### src/hdl/csd_map.vh
// Constants of the core stack and data memory block.
// Assumes the execution unit drives one request per clock.
// Notes on behaviour
// - Table reads take two cycles: request cycle, then result cycle.
// - Current-page table address is PC bits 11..8 then table pointer.
// - Six-entry stack holds only PC values, unreachable by data accesses.
// - Stack pointer is internal, never readable or writable by software.
// - Call or interrupt acknowledge pushes the current PC.
// - Subroutine or interrupt return reloads PC from popped entry.
// - Reset leaves the stack pointer at 0, stack empty.
// - Interrupt with full stack is held pending, not acknowledged.
// - Held interrupt is serviced once a return frees an entry.
// - Call on full stack still pushes, oldest entry lost.
// - Data space holds special registers and general storage, some read-only.
// - General storage is 192 bytes at 40H through FFH.
// - Indirect access registers sit at 00H and 02H.
// - Memory pointers sit at 01H and 03H; 03H taken for second.
// - Accumulator at 05H, PC low at 06H, table pointer at 07H.
// - Read-modify-write of any location is done in one access.
// - Single bits of any writable location can be set or cleared.
// - Indirect registers access the location held in their pointer.
// - Indirect access to an indirect register reads 00H, write ignored.
// - Direct move between the two indirect registers is unsupported.
// - Memory pointers are real 8-bit read/write registers.
// - Table read gives low byte to a target at 40H or above, upper bits to 08H.
// - Table high byte register ignores writes.
`ifndef CSD_MAP_VH
`define CSD_MAP_VH
`define CSD_ADDR_IAR_ZERO 8'h00
`define CSD_ADDR_MP_ZERO 8'h01
`define CSD_ADDR_IAR_ONE 8'h02
`define CSD_ADDR_MP_ONE 8'h03
`define CSD_ADDR_ACC 8'h05
`define CSD_ADDR_PCL 8'h06
`define CSD_ADDR_TABLE_POINTER 8'h07
`define CSD_ADDR_TABLE_HIGH_BYTE 8'h08
`define CSD_GP_BASE 8'h40
`define CSD_STACK_DEPTH 3'h6
`define CSD_SP_RESET 3'h0
`define CSD_REG_RESET 8'h00
`define CSD_PC_RESET 12'h000
`define CSD_LAST_PAGE 4'hf
`define CSD_OP_NONE 3'h0
`define CSD_OP_WRITE 3'h1
`define CSD_OP_SETBIT 3'h2
`define CSD_OP_CLRBIT 3'h3
`endif

### src/hdl/csd_core_storage.v
// Return stack, data memory decode, indirect addressing and table reads.
// Assumes the execution unit holds requests one cycle and sequences PC.
`default_nettype none
`include "csd_map.vh"
module csd_core_storage #(
    parameter DEPTH = 6
) (
    input wire clock,
    input wire resetn,
    input wire [11:0] pc_in,
    input wire call_req,
    input wire ret_req,
    input wire irq_pending,
    output wire irq_ack,
    output reg [11:0] ret_pc_q,
    output wire stack_full,
    input wire [7:0] mem_addr,
    input wire mem_rd,
    input wire [2:0] mem_op,
    input wire [7:0] mem_wdata,
    input wire [2:0] mem_bit,
    output wire [7:0] mem_rdata,
    input wire tbl_req,
    input wire tbl_last_page,
    input wire [7:0] tbl_dest,
    output wire [11:0] rom_addr,
    input wire [14:0] rom_data,
    output reg tbl_done_q,
    output wire [7:0] acc_out,
    output wire [7:0] pcl_out,
    input wire pcl_set,
    input wire [7:0] pcl_in
);
    reg [11:0] stack_q [0:DEPTH-1];
    reg [2:0] sp_q;
    reg [7:0] gp_q [0:191];
    reg [7:0] mp0_q, mp1_q, acc_q, pcl_q, table_pointer_q, table_high_byte_q;
    reg tbl_busy_q;
    reg [7:0] tbl_dest_q;
    wire full;
    wire push;
    wire pop;
    wire [7:0] eff_addr;
    wire eff_ind;
    reg [7:0] rd_val;
    reg [7:0] wr_val;
    wire wr_any;
    integer i;

    assign full = (sp_q == DEPTH[2:0]);
    assign stack_full = full;
    assign irq_ack = irq_pending & ~full & ~call_req;
    assign push = call_req | irq_ack;
    assign pop = ret_req & (sp_q != 3'h0);

    // Stack pointer and entries
    always @(posedge clock or negedge resetn) begin
        if (!resetn) begin
            sp_q <= `CSD_SP_RESET;
            ret_pc_q <= `CSD_PC_RESET;
            for (i = 0; i < DEPTH; i = i + 1)
                stack_q[i] <= `CSD_PC_RESET;
        end else if (push && full) begin
            for (i = 0; i < DEPTH - 1; i = i + 1)
                stack_q[i] <= stack_q[i+1];
            stack_q[DEPTH-1] <= pc_in;
        end else if (push) begin
            stack_q[sp_q] <= pc_in;
            sp_q <= sp_q + 3'h1;
        end else if (pop) begin
            ret_pc_q <= stack_q[sp_q - 3'h1];
            sp_q <= sp_q - 3'h1;
        end
    end

    // Indirect resolution
    assign eff_ind = (mem_addr == `CSD_ADDR_IAR_ZERO) ||
                     (mem_addr == `CSD_ADDR_IAR_ONE);
    assign eff_addr = (mem_addr == `CSD_ADDR_IAR_ZERO) ? mp0_q :
                      (mem_addr == `CSD_ADDR_IAR_ONE) ? mp1_q : mem_addr;
    wire eff_bad = eff_ind && ((eff_addr == `CSD_ADDR_IAR_ZERO) ||
                               (eff_addr == `CSD_ADDR_IAR_ONE));

    // Read decode
    always @* begin
        rd_val = 8'h00;
        if (!eff_bad) begin
            if (eff_addr >= `CSD_GP_BASE)
                rd_val = gp_q[eff_addr - `CSD_GP_BASE];
            else case (eff_addr)
                `CSD_ADDR_MP_ZERO: rd_val = mp0_q;
                `CSD_ADDR_MP_ONE: rd_val = mp1_q;
                `CSD_ADDR_ACC: rd_val = acc_q;
                `CSD_ADDR_PCL: rd_val = pcl_q;
                `CSD_ADDR_TABLE_POINTER: rd_val = table_pointer_q;
                `CSD_ADDR_TABLE_HIGH_BYTE: rd_val = table_high_byte_q;
                default: rd_val = 8'h00;
            endcase
        end
    end
    assign mem_rdata = mem_rd ? rd_val : 8'h00;

    // Write value, bit ops merge with the current contents
    always @* begin
        case (mem_op)
            `CSD_OP_WRITE: wr_val = mem_wdata;
            `CSD_OP_SETBIT: wr_val = rd_val | (8'h01 << mem_bit);
            `CSD_OP_CLRBIT: wr_val = rd_val & ~(8'h01 << mem_bit);
            default: wr_val = rd_val;
        endcase
    end
    assign wr_any = (mem_op != `CSD_OP_NONE) && !eff_bad;

    // Table address
    assign rom_addr = {(tbl_last_page ? `CSD_LAST_PAGE : pc_in[11:8]), table_pointer_q};

    always @(posedge clock or negedge resetn) begin
        if (!resetn) begin
            mp0_q <= `CSD_REG_RESET;
            mp1_q <= `CSD_REG_RESET;
            acc_q <= `CSD_REG_RESET;
            pcl_q <= `CSD_REG_RESET;
            table_pointer_q <= `CSD_REG_RESET;
            table_high_byte_q <= `CSD_REG_RESET;
            tbl_busy_q <= 1'b0;
            tbl_done_q <= 1'b0;
            tbl_dest_q <= `CSD_REG_RESET;
        end else begin
            tbl_done_q <= tbl_busy_q;
            tbl_busy_q <= tbl_req & ~tbl_busy_q;
            if (pcl_set)
                pcl_q <= pcl_in;
            if (tbl_req && !tbl_busy_q) begin
                table_high_byte_q <= {1'b0, rom_data[14:8]};
                tbl_dest_q <= rom_data[7:0];
            end
            if (wr_any) begin
                case (eff_addr)
                    `CSD_ADDR_MP_ZERO: mp0_q <= wr_val;
                    `CSD_ADDR_MP_ONE: mp1_q <= wr_val;
                    `CSD_ADDR_ACC: acc_q <= wr_val;
                    `CSD_ADDR_PCL: if (!pcl_set) pcl_q <= wr_val;
                    `CSD_ADDR_TABLE_POINTER: table_pointer_q <= wr_val;
                    default: ;
                endcase
            end
        end
    end

    // General storage, written by data ops or by the table result
    always @(posedge clock) begin
        if (wr_any && eff_addr >= `CSD_GP_BASE)
            gp_q[eff_addr - `CSD_GP_BASE] <= wr_val;
        else if (tbl_busy_q && tbl_dest >= `CSD_GP_BASE)
            gp_q[tbl_dest - `CSD_GP_BASE] <= tbl_dest_q;
    end

    assign acc_out = acc_q;
    assign pcl_out = pcl_q;
endmodule // csd_core_storage
`default_nettype wire

### config.mk
export PLATFORM = sky130hd
export DESIGN_NAME = csd_core_storage
export DESIGN_NICKNAME = d
export VERILOG_FILES = /design/src/hdl/csd_core_storage.v
export VERILOG_INCLUDE_DIRS = /design/src /design/src/hdl
export SDC_FILE = /design/constraint.sdc
export NUM_CORES = 2
export LEC_CHECK = 0
export BUFFER_PORTS_ARGS = -buffer_cell sky130_fd_sc_hd__buf_2
export CAP_MARGIN = 25
export CORE_MARGIN = 2
export CORE_UTILIZATION = 55
export DETAILED_ROUTE_END_ITERATION = 6
export PLACE_DENSITY = 0.71
export SKIP_LAST_GASP = 1
export SYNTH_ARGS = -nofsm -noshare
export SYNTH_HDL_FRONTEND = slang
export SYNTH_SLANG_ARGS = --single-unit
### constraint.sdc
create_clock -name clock -period 16.35 [get_ports clock]
set_input_delay 3.27 -clock clock [delete_from_list [all_inputs] [get_ports clock]]
set_output_delay 3.27 -clock clock [all_outputs]
set_load 0.05 [all_outputs]
-- Word-level counts from Yosys, hierarchy flattened
Memory sizes are Yosys's and may differ from the RTL's.
Cells that the tools add are included.
Widths: inputs -> output; s select.
- logic and storage cells: 109
- flip-flop bits (word level): 144
- memory bits (writable): 1536
- bits of input ports: 74
- memories kept: 1
- bits in read-only memories: 0
- latch bits: 0
- multiplexer cells: 30
- $add $sub $neg: 4
- multiply operators: 0
- reduce and logical (&&, ||, !) cells: 24
- bitwise operators: 15
- div/mod/pow operators: 0
- equality and inequality tests: 12
- shift operators: 1
- $lt $le $gt $ge: 5
- memory list (memory ; depth ; width ; read ports ; clocked after memory_dff ; wr ports ; line ; text):
    gp_q ; 192 ; 8 ; 1 ; 0 ; 1 ; csd_core_storage.v:36 ; reg [7:0] gp_q [0:191];
- operators by type and width (kind ; number):
    $mux 72 ; 2
    $mux 8 ; 11
    $bwmux 72 ; 1
    $pmux 8 s6 ; 1
    $bmux 12 s3 ; 1
    $demux 12 s3 ; 1
    $mux 12 ; 3
    $eq 8x2->1 const B ; 3
    $eq 8x3->1 const B ; 3
    $pmux 8 s3 ; 1
    $ge 8x7->1 const B ; 2
    $logic_not 8->1 ; 2
    $sub 8x7->8 const B ; 2
    $reduce_and 2->1 ; 5
    $and 8x8->8 ; 1
    $eq 8x1->1 const B ; 1
    $eq 8x4->1 const B ; 1
    $ge 4x4->1 const B ; 2
    $not 3->4 ; 2
    $not 8->8 ; 1
    $or 8x8->8 ; 1
    $reduce_or 8->1 ; 1
    $shl 1x3->8 const A ; 1
    $logic_and 1x1->1 ; 7
    17 further kinds ; 35

-- Depth between registers and ports, before layout
- word-level depth: 13
- gate-level depth with buffers: 19

-- Least setup slack after synthesis
No wires, ideal clock.
- path kind: input -> register
- start: input mem_addr[7]
- end: memory gp_q[0][6], data pin
- library setup time: 1.691 ns
- slack: 0.574 ns
- cell stages on the path: 16
- arrival: 14.084 ns
- path buffers: 3
- cell sequence: clkbuf_1 > or4_1 > or2_4 > o22ai_1 > ha_1 > buf_1 > nand3_1 > nor2_1 > clkbuf_1 > a32oi_1 > o22ai_1 > o21bai_1 > nor2_1 > or2_2 > o31ai_1 > o21ai_0
- cells in the longest elaborated chain, start to end: 13
- elaborated cells on any way between the ends: 31
- those cells by class: add/sub: 1; order compare: 1; eq/ne: 8; mux: 9; bitwise: 2; reduce/logical: 9; memory: 1
- ends and longest elaborated chain (what ; line ; text):
    start: declaration ; csd_core_storage.v:17 ; input wire [7:0] mem_addr,
    branches (longest 12 deep; another with $sub 8x7->8) ; - ;
    $mux 8 (no line) * ; - ;
    end: declaration ; csd_core_storage.v:36 ;
Every way passes the cells marked *.

-- Worst setup path in the final report
- start: input mem_addr[6]
- end: output mem_rdata[4]
- cells in the longest elaborated chain, start to end: 8
- elaborated cells on any way between the ends: 22
- those cells by class: add/sub: 1; order compare: 1; eq/ne: 8; mux: 6; reduce/logical: 5; memory: 1
- ends and longest elaborated chain (what ; line ; text):
    $eq 8x2->1 (no line) ; - ;
    $mux 8 ; csd_core_storage.v:80 ; (mem_addr == `CSD_ADDR_IAR_ONE) ? mp1_q : mem_addr;
    $mux 8 ; csd_core_storage.v:79 ; assign eff_addr = (mem_addr == `CSD_ADDR_IAR_ZERO) ? mp0_q :
    $sub 8x7->8 (no line), or another cell as far along ; - ;
    $mem_v2 192x8, or another cell as far along ; - ;
    $mux 8 / $logic_and 1x1->1 (equally long branches) ; csd_core_storage.v:88, csd_core_storage.v:81 ;
    $mux 8 * ; csd_core_storage.v:87 ; if (!eff_bad) begin
    $mux 8 * ; csd_core_storage.v:101 ; assign mem_rdata = mem_rd ? rd_val : 8'h00;
    end: declaration ; csd_core_storage.v:22 ; output wire [7:0] mem_rdata,
Mark *: on every way between the ends. The rest lies on a longest branch, timed or not.

==> flow_metrics.py <==
metrics = {
    "outcome": {
        "outcome": "completed",
    },
    "synth": {
        "syn_nets": 5276,
        "ys.flop_type": "edfxtp_1",
        "yosys_warnings": 0,
        "syn_inst": 5195,
        "synth_edf_count": 1536,
        "ys_seq_area_share_pct": 71.1,
        "async_flop_share_pct": 8.57,
        "synthDistinctLibCells": 82,
        "synth_largest_area_cell": "edfxtp_1",
        "synth_top_area_share_pct": 66.0,
        "synth.most_common_cell": "edfxtp_1",
        "yosys-top-cells-count": "1536 x edfxtp_1, 974 x nand2_1, 281 x nor2_1",
        "syn_area_per_cell_um2": 13.5,
        "syn_area_um2": 69900,
        "synth_area_leaders": "edfxtp_1 66%, nand2_1 5.2%, dfrtp_1 5.2%, a211oi_1 2.7%, and3_1 2.5%",
        "ys_ff_latch": 1680,
    },
    "global_route": {
        "antenna_found_initial": 10,
        "grt_overflow": 0,
        "grt_pass1_vias": 44362,
        "grt_pass1_wl_um": 307000,
        "grt_max_degree": 166,
        "groute.usage.overall_pct": 32.3,
    },
    "clocking": {
        "ctsLongestPathBuffers": 3,
        "post_cts_resized": 0,
        "clockRootBuffer": "clkbuf_16",
        "htreeDepth": 4,
        "cts_setup_buffers": 0,
        "path_clk_slew_ns": 0.06,
        "insertion_delay_ns": 0.81,
        "cts-hold-fix-buffers": 0,
        "cts_buffers": 168,
        "cts_tree": "built",
        "cts_sinks": 1680,
    },
    "timing": {
        "rsz0062_at_grt": "no",
        "finalHoldViolCount": 0,
        "worstMarginPinSlew_ns": 1.15,
        "setup_viol": 0,
        "fin_crit_ns": 12.17,
        "drv_slew": 0,
        "final.setup.tns_ns": 0,
        "hold_ws_ns": 0.476,
        "max_slew_margin_pct": 23.2,
        "finalCritPeriodShare_pct": 74.5,
        "timing.fmax_mhz": 82.1,
        "fin_skew_ns": 0.0360,
    },
    "routing": {
        "final_antenna_net_count": 0,
        "drt_pass1_iterations": 6,
        "viasPerCell": 6.80,
        "routedWlPerCell_um": 30.5,
        "drc_errors": 0,
        "vias": 47570,
        "routed_wl_um": 213000,
        "drtIter0Drc": 7729,
    },
    "critical_path": {
        "max_stage_delay_ns": 0.64,
        "cp.required_ns": 13.08,
        "start_kind": "input pin",
        "arrival_ns": 8.90,
        "crit_path_top_delay_cell": "nor4_4",
        "crit_fanout": 138,
        "cp_cell_sequence": "buf_2 -> nor4_4 -> a31oi_1 -> nor2_4 -> buf_12 -> buf_12 -> mux2i_1 -> mux4_2 -> a221oi_1 -> o21ai_0 -> and3_1 -> or4_1 -> o21ai_1 -> buf_2",
        "criticalPathCategory": "input pin to output port",
        "cp-end-kind": "output port",
    },
    "floorplan": {
        "die_w_um": 361,
        "fp.coreArea_um2": 126000,
        "std_cell_rows": 130,
        "ios": 125,
        "start_util_pct": 55.5,
        "die-height_um": 361,
        "dieArea_um2": 130000,
    },
    "power": {
        "ir_worst_vdd_mv": 0.108,
        "p_leak_uw": 0.0266,
        "p_per_area_nw_per_um2": 133,
    },
    "min_path": {
        "hp-class": "flip-flop to flip-flop",
    },
    "finish": {
        "fin_nets": 5289,
        "syn2layout_area_growth_pct": 10.9,
        "fin_util_pct": 61.6,
        "drive_gt1_share_pct": 11.5,
    },
    "flow_run": {
        "maxCapViolations": 0,
    },
    "place": {
        "port_buffers": 124,
        "finalWeightedCongestion": 0.957,
        "dp_hpwl_um": 126000,
    },
}
## through the flow
| step | setup slack, ns | instances | cell area (um^2) | power (uW) |
|---|---|---|---|---|
| 6_report | 4.18 | 7000 | 77600 | 10300 |
| 2_1_floorplan | 0.574 | 5195 | 69900 | 6040 |
| 3_5_place_dp | 4.45 | 6681 | 72100 | 6540 |
| 3_3_place_gp | 4.20 | 6676 | 72100 | 6500 |
| 4_1_cts | 4.44 | 6984 | 77400 | 10300 |
| 5_1_grt | 4.08 | 6991 | 77500 | 10600 |
## final timing paths
| path | start | endpoint | slack, ns | depth (start not counted) |
|---|---|---|---|---|
| worst min register to register | stack_q[65] | stack_q[65] | 0.48 | 2 |
| worst max-delay path | mem_addr[6] | mem_rdata[4] | 4.18 | 14 |
| worst max register to register | mp1_q[1] | gp_q[21][0] | 8.34 | 15 |
| min in group asynchronous | resetn | acc_out[6] | 2.50 | 1 |
| worst min-delay path | stack_q[65] | stack_q[65] | 0.48 | 2 |
| max in group asynchronous | resetn | stack_q[61] | 12.86 | 3 |
## layout make-up
type | instances | area, um^2
antenna | 9 | 22.5
clock buffer | 227 | 4620
tap | 1650 | 2060
sequential | 1680 | 49700
clock inverter | 76 | 732
inverter | 16 | 60.1
multi-input combinational | 3103 | 18700
timing repair buffer | 239 | 1680
fill | 9397 | 48300
## layout by cell type (no fill, tap or decap), types with 10 or more instances in the layout
| master | instances |
|---|---|
| edfxtp_1 | 1536 |
| nand2_1 | 971 |
| nor2_1 | 280 |
| and3_1 | 278 |
| a211oi_1 | 256 |
| clkbuf_16 | 177 |
| a311oi_1 | 158 |
| nand3_1 | 147 |
| dfrtp_1 | 144 |
| a21oi_1 | 130 |
| a31oi_1 | 126 |
| buf_2 | 125 |
| mux2i_1 | 107 |
| buf_4 | 97 |
| o21ai_0 | 76 |
| o31ai_1 | 62 |
| nor3_1 | 55 |
| clkbuf_1 | 50 |
| mux2_2 | 48 |
| mux4_2 | 41 |
| o22ai_1 | 37 |
| clkinv_1 | 33 |
| a22oi_1 | 31 |
| a32oi_1 | 26 |
| nand2b_1 | 22 |
| clkinv_2 | 21 |
| nand4_1 | 17 |
| inv_1 | 16 |
| nor4_1 | 16 |
| or3_1 | 15 |
| a2111oi_0 | 14 |
| bufinv_16 | 13 |
| o21ai_1 | 12 |
| buf_12 | 12 |
| nor2b_1 | 10 |
| a221oi_1 | 10 |
## power by group
group	internal, uW	switching (uW)
registers	5010	93.4
clock network	2180	1610
logic	368	1020
## logic make-up after synthesis
family / share of synthesized area, %
AOI/OAI and AO/OA: 10.6
DFF: 71.1
buffers and inverters: 2.54
muxes: 3.69
xor gates and xnor gates: 0.0251
and+or+nand+nor: 11.9
adders and majority gates: 0.125
## sequential cells by signal (all words and copies together) (netlist names)
name / cells
gp_q: 1536
stack_q: 72
ret_pc_q: 12
acc_out: 8
mp0_q: 8
mp1_q: 8
pcl_out: 8
table_pointer_q: 8
tbl_dest_q: 8
table_high_byte_q: 7
sp_q: 3
tbl_busy_q: 1
tbl_done_q: 1
## worst max-delay path, delay by kind of cell
kind / cells / cell delay (ns)
and+or+nand+nor: 4 / 1.91
muxes: 2 / 0.76
buffers and inverters: 4 / 1.48
AOI/OAI and AO/OA: 4 / 1.16
## layer usage
layer	part of all wire, %	global-route usage [%]
met2	44	46.9
met3	13	8.44
met5	0.027	0
met4	5.5	16.1
met1	37	45.4
Note: power is estimated with default switching activity, not from simulation.
